--- config.mk ---
export PLATFORM = sky130hd
export DESIGN_NAME = duhbi_host_bus
export DESIGN_NICKNAME = d
export VERILOG_FILES = /design/src/duhbi_pkg.sv /design/src/duhbi_sync.sv /design/src/duhbi_host_bus.sv
export VERILOG_INCLUDE_DIRS = /design/src /design/src/src
export SDC_FILE = /design/constraint.sdc
export NUM_CORES = 1
export LEC_CHECK = 0
export BUFFER_PORTS_ARGS = -buffer_cell sky130_fd_sc_hd__buf_4
export CAP_MARGIN = 20
export CORE_MARGIN = 2
export CORE_UTILIZATION = 54
export CTS_CLUSTER_DIAMETER = 150
export DETAILED_ROUTE_END_ITERATION = 7
export PLACE_DENSITY = 0.84
export SLEW_MARGIN = 10
export SYNTH_ARGS = -nofsm -noshare
export SYNTH_HDL_FRONTEND = slang
export SYNTH_SLANG_ARGS = --single-unit
--- constraint.sdc ---
create_clock -name CLOCK -period 3.59 [get_ports CLOCK]
set_input_delay 0.359 -clock CLOCK [delete_from_list [all_inputs] [get_ports CLOCK]]
set_output_delay 0.359 -clock CLOCK [all_outputs]
set_load 0.01 [all_outputs]
--- src/duhbi_cfg.svh ---
// Constants for the host bus interface: addresses, reset levels, codes.
`ifndef DUHBI_CFG_SVH
`define DUHBI_CFG_SVH

`define DUHBI_ADDR_W        4
`define DUHBI_DATA_W        8
`define DUHBI_INT_W         8
`define DUHBI_MODE_A_ADDR   4'h0
`define DUHBI_MODE_B_ADDR   4'h8
`define DUHBI_PORT_RESET    8'hff
`define DUHBI_MARK          1'b1
`define DUHBI_CTRL_IDLE     3'h7
`define DUHBI_PIN_RESET     12'h000
`define DUHBI_PTR_FIRST     1'b0
`define DUHBI_PTR_SECOND    1'b1

`endif

--- src/duhbi_pkg.sv ---
// Types shared by the host bus interface modules.
package duhbi_pkg;

    typedef enum logic [1:0] {
        ST_IDLE   = 2'h0,
        ST_STROBE = 2'h1,
        ST_ACK    = 2'h3
    } duhbi_state_type;

    typedef struct packed {
        logic       cs_n;
        logic       rnw;
        logic       iack_n;
    } duhbi_ctrl_type;

    typedef struct packed {
        logic [3:0] addr;
        logic [7:0] data;
    } duhbi_pins_type;

    typedef struct packed {
        logic       iack;
        logic       rnw;
        logic [3:0] addr;
        logic [7:0] wdata;
    } duhbi_req_type;

endpackage

--- src/duhbi_sync.sv ---
// Two-flop synchroniser for a group of asynchronous pin inputs.
`timescale 1ns/10ps
module duhbi_sync #(
    parameter int         W       = 1,
    parameter logic [W-1:0] RST_VAL = '0
) (
    // Clock and reset
    input  wire logic         clk,
    input  wire logic         arst_n,
    input  wire logic         en,
    // Data
    input  wire logic [W-1:0] d,
    output logic      [W-1:0] q
);
    logic [W-1:0] meta;

    // The first stage feeds only the second stage.
    always_ff @(posedge clk or negedge arst_n) begin
        if (!arst_n) begin
            meta <= RST_VAL;
            q    <= RST_VAL;
        end else if (en) begin
            meta <= d;
            q    <= meta;
        end
    end
endmodule

--- src/duhbi_host_bus.sv ---
// Host bus interface of a dual serial controller: cycles, vector, reset.
`timescale 1ns/10ps
`include "duhbi_cfg.svh"
module duhbi_host_bus (
    // Clock, reset and enable
    input  wire logic       CLOCK,
    input  wire logic       ARST_N,
    input  wire logic       CLK_EN,
    // Host bus pins
    input  wire logic       CHIP_SELECT_N,
    input  wire logic       READ_NOT_WRITE,
    input  wire logic [3:0] REGISTER_ADDRESS,
    input  wire logic       IRQ_ACK_N,
    input  wire logic       RESET_N_A,
    input  wire logic [7:0] HOST_DATA_IN,
    output logic      [7:0] HOST_DATA_OUT,
    output logic            HOST_DATA_OE_N,
    output logic            TRANSFER_ACK_OUT,
    output logic            TRANSFER_ACK_OE_N,
    output logic            IRQ_OUT,
    output logic            IRQ_OE_N,
    // Internal register access
    output logic            REG_RD_STROBE,
    output logic            REG_WR_STROBE,
    output logic      [3:0] REG_ADDR,
    output logic      [7:0] REG_WDATA,
    input  wire logic [7:0] REG_RDATA,
    // Interrupt sources
    input  wire logic [7:0] INT_CONDITIONS,
    input  wire logic [7:0] INT_VECTOR,
    // Core requests
    input  wire logic [7:0] CORE_PORT_DATA,
    input  wire logic       CORE_TX_A,
    input  wire logic       CORE_TX_B,
    input  wire logic       CORE_TIMER_RUN,
    input  wire logic       CORE_CHAN_A_ON,
    input  wire logic       CORE_CHAN_B_ON,
    input  wire logic       TEST_MODE_SET,
    // Device outputs
    output logic      [7:0] OUTPUT_PORT_PINS,
    output logic            CHAN_A_SERIAL_OUT,
    output logic            CHAN_B_SERIAL_OUT,
    output logic            TIMER_RUN,
    output logic            CHAN_A_ACTIVE,
    output logic            CHAN_B_ACTIVE,
    output logic            TEST_MODE,
    output logic            MODE_PTR_A,
    output logic            MODE_PTR_B,
    output logic            CORE_RESET
);
    duhbi_pkg::duhbi_ctrl_type  ctrl_s;
    duhbi_pkg::duhbi_pins_type  pins_s;
    duhbi_pkg::duhbi_req_type   req;
    duhbi_pkg::duhbi_state_type state;
    duhbi_pkg::duhbi_state_type next_state;
    logic reset_s;
    logic pending;
    logic cycle_on;
    logic mode_hit_a;
    logic mode_hit_b;

    // Bus controls settle at the same edge as address and data, so the
    // capture in idle sees both; the host holds them while selected.
    duhbi_sync #(.W(3), .RST_VAL(`DUHBI_CTRL_IDLE)) u_sync_ctrl (
        .clk    (CLOCK),
        .arst_n (ARST_N),
        .en     (CLK_EN),
        .d      ({CHIP_SELECT_N, READ_NOT_WRITE, IRQ_ACK_N}),
        .q      (ctrl_s)
    );
    duhbi_sync #(.W(12), .RST_VAL(`DUHBI_PIN_RESET)) u_sync_pins (
        .clk    (CLOCK),
        .arst_n (ARST_N),
        .en     (CLK_EN),
        .d      ({REGISTER_ADDRESS, HOST_DATA_IN}),
        .q      (pins_s)
    );
    // The reset pin reads as asserted until it has passed both stages.
    duhbi_sync #(.W(1), .RST_VAL(1'b0)) u_sync_reset (
        .clk    (CLOCK),
        .arst_n (ARST_N),
        .en     (CLK_EN),
        .d      (RESET_N_A),
        .q      (reset_s)
    );

    assign CORE_RESET = ~reset_s;
    assign pending    = |INT_CONDITIONS;
    // Interrupt acknowledge wins when both selects arrive together.
    assign cycle_on   = ~ctrl_s.cs_n | ~ctrl_s.iack_n;

    always_comb begin
        next_state = state;
        unique case (state)
            duhbi_pkg::ST_IDLE: begin
                if (cycle_on) begin
                    next_state = duhbi_pkg::ST_STROBE;
                end
            end
            duhbi_pkg::ST_STROBE: begin
                next_state = duhbi_pkg::ST_ACK;
            end
            duhbi_pkg::ST_ACK: begin
                if (!cycle_on) begin
                    next_state = duhbi_pkg::ST_IDLE;
                end
            end
            default: begin
                next_state = duhbi_pkg::ST_IDLE;
            end
        endcase
    end

    always_ff @(posedge CLOCK or negedge ARST_N) begin
        if (!ARST_N) begin
            state <= duhbi_pkg::ST_IDLE;
        end else if (CLK_EN) begin
            state <= CORE_RESET ? duhbi_pkg::ST_IDLE : next_state;
        end
    end

    // Request capture at the start of a cycle.
    always_ff @(posedge CLOCK or negedge ARST_N) begin
        if (!ARST_N) begin
            req <= '0;
        end else if (CLK_EN && state == duhbi_pkg::ST_IDLE && cycle_on) begin
            req.iack  <= ~ctrl_s.iack_n;
            req.rnw   <= ctrl_s.rnw;
            req.addr  <= pins_s.addr;
            req.wdata <= pins_s.data;
        end
    end

    // Strobes are gated by the enable so a frozen cycle repeats nothing.
    assign REG_RD_STROBE = CLK_EN & (state == duhbi_pkg::ST_STROBE)
                         & ~req.iack & req.rnw;
    assign REG_WR_STROBE = CLK_EN & (state == duhbi_pkg::ST_STROBE)
                         & ~req.iack & ~req.rnw;
    assign REG_ADDR      = req.addr;
    assign REG_WDATA     = req.wdata;

    // Data bus drive and acknowledge.
    always_ff @(posedge CLOCK or negedge ARST_N) begin
        if (!ARST_N) begin
            HOST_DATA_OUT     <= 8'h00;
            HOST_DATA_OE_N    <= 1'b1;
            TRANSFER_ACK_OE_N <= 1'b1;
        end else if (CLK_EN) begin
            if (CORE_RESET || next_state == duhbi_pkg::ST_IDLE) begin
                HOST_DATA_OE_N    <= 1'b1;
                TRANSFER_ACK_OE_N <= 1'b1;
            end else if (state == duhbi_pkg::ST_STROBE) begin
                if (req.iack) begin
                    HOST_DATA_OUT     <= INT_VECTOR;
                    HOST_DATA_OE_N    <= 1'b0;
                    TRANSFER_ACK_OE_N <= ~pending;
                end else begin
                    HOST_DATA_OUT     <= REG_RDATA;
                    HOST_DATA_OE_N    <= ~req.rnw;
                    TRANSFER_ACK_OE_N <= 1'b0;
                end
            end
        end
    end
    assign TRANSFER_ACK_OUT = 1'b0;

    // Open drain: the pin is only ever pulled low.
    always_ff @(posedge CLOCK or negedge ARST_N) begin
        if (!ARST_N) begin
            IRQ_OE_N <= 1'b1;
        end else if (CLK_EN) begin
            IRQ_OE_N <= ~pending;
        end
    end
    assign IRQ_OUT = 1'b0;

    // Port and serial lines.
    always_ff @(posedge CLOCK or negedge ARST_N) begin
        if (!ARST_N) begin
            OUTPUT_PORT_PINS  <= `DUHBI_PORT_RESET;
            CHAN_A_SERIAL_OUT <= `DUHBI_MARK;
            CHAN_B_SERIAL_OUT <= `DUHBI_MARK;
        end else if (CLK_EN) begin
            if (CORE_RESET) begin
                OUTPUT_PORT_PINS  <= `DUHBI_PORT_RESET;
                CHAN_A_SERIAL_OUT <= `DUHBI_MARK;
                CHAN_B_SERIAL_OUT <= `DUHBI_MARK;
            end else begin
                OUTPUT_PORT_PINS  <= CORE_PORT_DATA;
                CHAN_A_SERIAL_OUT <= CORE_TX_A;
                CHAN_B_SERIAL_OUT <= CORE_TX_B;
            end
        end
    end

    // Timer and channel activity.
    always_ff @(posedge CLOCK or negedge ARST_N) begin
        if (!ARST_N) begin
            TIMER_RUN     <= 1'b0;
            CHAN_A_ACTIVE <= 1'b0;
            CHAN_B_ACTIVE <= 1'b0;
        end else if (CLK_EN) begin
            TIMER_RUN     <= ~CORE_RESET & CORE_TIMER_RUN;
            CHAN_A_ACTIVE <= ~CORE_RESET & CORE_CHAN_A_ON;
            CHAN_B_ACTIVE <= ~CORE_RESET & CORE_CHAN_B_ON;
        end
    end

    // Test mode and mode pointers; the pointer stays on the second
    // register after the first access, until the next reset.
    assign mode_hit_a = (REG_RD_STROBE | REG_WR_STROBE)
                      & (req.addr == `DUHBI_MODE_A_ADDR);
    assign mode_hit_b = (REG_RD_STROBE | REG_WR_STROBE)
                      & (req.addr == `DUHBI_MODE_B_ADDR);
    always_ff @(posedge CLOCK or negedge ARST_N) begin
        if (!ARST_N) begin
            TEST_MODE  <= 1'b0;
            MODE_PTR_A <= `DUHBI_PTR_FIRST;
            MODE_PTR_B <= `DUHBI_PTR_FIRST;
        end else if (CLK_EN) begin
            if (CORE_RESET) begin
                TEST_MODE  <= 1'b0;
                MODE_PTR_A <= `DUHBI_PTR_FIRST;
                MODE_PTR_B <= `DUHBI_PTR_FIRST;
            end else begin
                TEST_MODE <= TEST_MODE | TEST_MODE_SET;
                if (mode_hit_a) begin
                    MODE_PTR_A <= `DUHBI_PTR_SECOND;
                end
                if (mode_hit_b) begin
                    MODE_PTR_B <= `DUHBI_PTR_SECOND;
                end
            end
        end
    end
endmodule

# Yosys cells after proc, flatten, opt, wreduce, memory -nomap -nowiden
# Index checks and enable logic that the tools add are counted.
# totals
output_inout_bits,44
word_cells,79
ff_bits,75
input_bits,57
# op_classes
muxes,19
bitwise_logic,19
reduce_logical,12
n_eq_ne,5
# ops
cell,n
two-way mux 8 bit,2
two-way mux 1 bit,13
bitwise AND 1 bit,9
OR reduction 8 bit,1
NOT 1 bit,7
two-way mux 2 bit,3
case mux 2 bit (3 select lines),1
AND reduction 2 bit,3
== test 4 bit (second input constant),1
zero test 2 bit,2
zero test 4 bit,1
!= test 2 bit (second input constant),2
OR 1 bit,3
AND reduction 3 bit,1
== test 2 x 1 -> 1 bit (second input constant),1
== test 2 bit (second input constant),1
logical AND 1 bit,2
nonzero test 2 bit,1
logical OR 1 bit,1

# Depth between registers and ports, before layout
# logic_depth
ltp_word,8
mapped_depth,5
depth_no_buf,4

# Cells and area by module
# A second synthesis with hierarchy kept.
# unflattened
cells_unflattened,239
area_unflattened_um2,3260.6
# modules_own_cells
module,area_each_um2,seq_area_each_um2,instances,cells_per_inst
duhbi_host_bus,1931.9,1092.3,1,171
duhbi_sync (u_sync_pins),997.2,600.6,1,51
duhbi_sync (u_sync_ctrl),259.0,157.7,1,13
duhbi_sync (u_sync_reset),72.6,50.0,1,4

# Worst setup path after synthesis
# Ideal clock, no wire load.
# synth_path
kind,register -> register
start,reg u_sync_ctrl.q[0]
end,reg req (netlist bit REG_ADDR[0])
t_required_ns,3.465
arrival_ns,1.189
period_less_slack_ns,1.314
n_path_buf,1
setup_time_ns,0.125
stages_incl_launch_ff,5
path_slack_ns,2.276
path_cell_list,dfstp_2 -> nand2_2 -> nand4b_4 -> buf_6 -> mux2_4
# synth_between
elab_chain_cells,3
# synth_lines
item,line_no,source
start: declaration,duhbi_sync.sv:13,output logic [W-1:0] q
start signal: assignment,duhbi_sync.sv:24,q <= meta;
NOT 1 bit,duhbi_host_bus.sv:90,assign cycle_on = ~ctrl_s.cs_n | ~ctrl_s.iack_n;
OR 1 bit,duhbi_host_bus.sv:90,
logical AND 1 bit,duhbi_host_bus.sv:126,end else if (CLK_EN && state == duhbi_pkg::ST_IDLE && cycle_on) begin
end: declaration,duhbi_host_bus.sv:53,duhbi_pkg::duhbi_req_type req;
# Every way passes these cells.
# A chain may end at the register's enable or synchronous reset.

# Worst setup path in the final report
# layout_path
start,in CLK_EN
end,out REG_RD_STROBE
# layout_between
elab_chain_cells,3
# layout_lines
item,line_no,source
start: declaration,duhbi_host_bus.sv:8,"input wire logic CLK_EN,"
bitwise AND 1 bit,duhbi_host_bus.sv:135,assign REG_RD_STROBE = CLK_EN & (state == duhbi_pkg::ST_STROBE)
bitwise AND 1 bit (2 in a row),duhbi_host_bus.sv:136,& ~req.iack & req.rnw;
end: declaration,duhbi_host_bus.sv:23,"output logic REG_RD_STROBE,"
# Every way passes these cells.

==> impl_metrics.py <==
metrics = {
    "clock_network": {
        "cts_resized": 0,
        "worstSkewPairLatency_ps": 340,
        "htree_levels": 3,
        "clock_sinks": 75,
        "cts_setup_buffers": 0,
        "cts.path.max_buffers": 2,
        "cts_root_buf": "clkbuf_8",
        "clk_pin_slew_ps": 70,
        "cts_tree": "yes",
        "cts-hold-fix-buffers": 0,
        "cts_buffers": 9,
    },
    "route": {
        "dr.pass1.iters": 4,
        "vias": 2050,
        "routed.top_layer": "met4",
        "wl_met2_um": 2737,
        "routed_wl_um": 5667,
        "met3_length_um": 395,
        "drtIter0Drc": 103,
        "wire_per_inst_um": 14.27,
        "routed_via_density": 5.164,
        "drt-met1-wl_um": 2391,
        "drc": 0,
        "ant_nets": 0,
    },
    "critical_path": {
        "path_cells": "buf_4 > and3b_2 > and3_1 > buf_4",
        "cp-end-kind": "primary output",
        "path_max_fanout": 66,
        "ff2ff_path_depth": 2,
        "crit_slowest_cell": "buf_4",
        "start_kind": "primary input",
        "worstPathRequired_ps": 3230,
        "max_stage_delay_ps": 520,
        "worst-r2r-setup-slack_ps": 2200,
        "endpoint": "REG_RD_STROBE",
        "crit_start": "CLK_EN",
        "r2r_end": "REG_ADDR[1]$_DFFE_PN0P_",
        "r2r-start": "state[0]$_DFFE_PN0P_",
        "crit_top_cell": "buf_4",
        "setup.worst_path.class": "primary input to primary output",
        "crit_arrival_ps": 1560,
    },
    "yosys": {
        "synth_edf_count": 0,
        "async_flop_share": 1.000,
        "ys_seq_area_frac": 0.5969,
        "synthCells": 235,
        "syn_avg_cell_area_um2": 13.55,
        "syn_area_mm2": 0.003184,
        "ys_types": 37,
        "synth_seq_cells": 75,
        "ys_warn_count": 0,
        "ys.flop_type": "dfrtp_1",
    },
    "sta": {
        "rsz0062_at_grt": "no",
        "worst_slew_pin_slew_ps": 890.8,
        "drv_slew": 0,
        "clock_skew_ps": 3.887,
        "fin_crit_ps": 1917,
        "finalCritPeriodShare": 0.5339,
        "relSlewSlack": 0.4062,
        "setup_ws_ps": 1673,
        "hold_ws_ps": 144.6,
        "fmax_ghz": 0.5217,
        "hold_viol_final": 0,
        "setup_violations": 0,
        "tns_ps": 0,
    },
    "global_routing": {
        "antenna_found_initial": 0,
        "grt_pass1_wl_um": 9349,
        "overflow": 0,
        "grt_pass1_vias": 2025,
        "grt_max_degree": 76,
        "grt_usage": 0.1906,
    },
    "finish": {
        "fillers": 413,
        "drive_gt1_frac": 0.5754,
        "nNetsFinal": 377,
        "fin_cells": 397,
        "n_antenna_cell": 0,
        "syn2layout_area_growth_pct": 26.29,
    },
    "run_status": {
        "status": "completed",
    },
    "floorplanning": {
        "die_h_um": 80.79,
        "core_region_area_mm2": 0.005608,
        "die-area_mm2": 0.006527,
        "num_io_pins": 101,
        "rows": 27,
        "initial_core_util": 0.5678,
        "fp.dieW_um": 80.79,
    },
    "power_and_ir_drop": {
        "p_per_area_mw_per_mm2": 615.5,
        "ir_drop_mv": 0.2965,
        "power.leakage_nw": 1.911,
    },
    "placed_design": {
        "placed_cells": 381,
        "place.gp.congestion": 0.6953,
        "dp_hpwl_um": 3935,
        "portBuffers": 98,
        "dp_slack_ps": 1664,
    },
    "job": {
        "maxCapViolCount": 0,
    },
    "worst_hold_path": {
        "hold_class": "primary input to asynchronous set/reset pin",
    },
}
==> area by class of cell <==
class / count / area [um^2] / area share
flip-flops and latches: 75 / 1901 / 0.4726
clock inverters: 1 / 5.005 / 0.001245
well taps: 72 / 90.09 / 0.02240
repair buffers: 98 / 735.7 / 0.1829
multi-input cells: 124 / 1059 / 0.2632
clock buffers: 15 / 186.4 / 0.04636
inverters: 12 / 45.04 / 0.01120
==> synth_stat cells, types with 2 or more instances <==
cell type  count  area (um^2)
buf_4         19        142.6
inv_1         11        41.29
o22a_1         5        43.79
o21ai_1        8        40.04
dfstp_2       19        499.2
buf_2          3        15.01
nand2_2        2        12.51
mux2_2        36        405.4
a41oi_1        2        17.52
nor2_1         6        22.52
mux2i_1        8        80.08
dfrtp_1       56         1401
nand3_1        3        15.01
mux2_4         8        120.1
buf_6          2        22.52
nand2_1       11        41.29
o21ai_0       16        80.08
==> report_power, final <==
part	total, W	switching (W)	internal [W]
combinational	0.000663	0.000266	0.000397
clock	0.000609	0.000283	0.000326
sequential	0.00120	0.000147	0.00106
==> how the worst min path moves through the flow <==
stage	start	to	slack [ps]
after detailed placement	OUTPUT_PORT_PINS[1]$_DFFE_PN1P_	OUTPUT_PORT_PINS[1]$_DFFE_PN1P_	460
after global placement	OUTPUT_PORT_PINS[1]$_DFFE_PN1P_	OUTPUT_PORT_PINS[1]$_DFFE_PN1P_	460
after CTS	ARST_N	u_sync_pins.q[7]$_DFFE_PN0P_	170
after global routing	ARST_N	u_sync_pins.meta[8]$_DFFE_PN0P_	220
after floorplan	ARST_N	CHAN_A_ACTIVE$_DFFE_PN0P_	60
final	ARST_N	u_sync_pins.meta[9]$_DFFE_PN0P_	140
==> worst max-delay path: cells and delay by family <==
kind / cells / cell delay (ps)
buf+inv: 2 / 640
simple gates: 2 / 520
==> per-layer routing <==
metal / up-vias / track usage
li1: 967 / -
met1: 1008 / 0.2304
met2: 62 / 0.3150
met3: 13 / 0.04333
met4: 0 / 0.1119
met5: - / 0
==> kinds of logic after synthesis <==
logic type	after synthesis	synth area share
buffers and inverters	37	0.07190
other	1	0.001178
adders and majority gates	1	0.003536
AOI/OAI and AO/OA	36	0.07073
muxes	53	0.1937
DFF	75	0.5969
and+or+nand+nor	32	0.06208
==> registers in the layout (all words and copies together), names as in the netlist, 2 cells and up <==
register	count
OUTPUT_PORT_PINS	8
req	2
u_sync_pins.meta	12
u_sync_ctrl.meta	3
HOST_DATA_OUT	8
u_sync_pins.q	12
u_sync_ctrl.q	3
REG_WDATA	8
REG_ADDR	4
state	2
==> cells in the final DEF, fill, tap and decap left out, types with 2 or more instances in the layout <==
cell,instances
inv_1,11
buf_4,98
nand2_2,2
o22a_1,5
a41oi_1,2
dfstp_2,19
nand2_1,11
o21ai_1,8
mux2_2,36
mux2i_1,8
mux2_4,8
dfrtp_1,56
nand3_1,3
clkbuf_8,13
conb_1,2
o21ai_0,16
clkbuf_1,2
nor2_1,6
==> per-stage QoR <==
step | instance area (um^2) | util | power, W
final | 4021 | 0.7171 | 0.002475
after global routing | 4021 | 0.7171 | 0.002620
after CTS | 4021 | 0.7171 | 0.002507
after detailed placement | 3830 | 0.6830 | 0.001893
after global placement | 3830 | 0.6830 | 0.001864
after floorplan | 3188 | - | 0.001642
No activity file was read; power rests on OpenSTA's default activity.
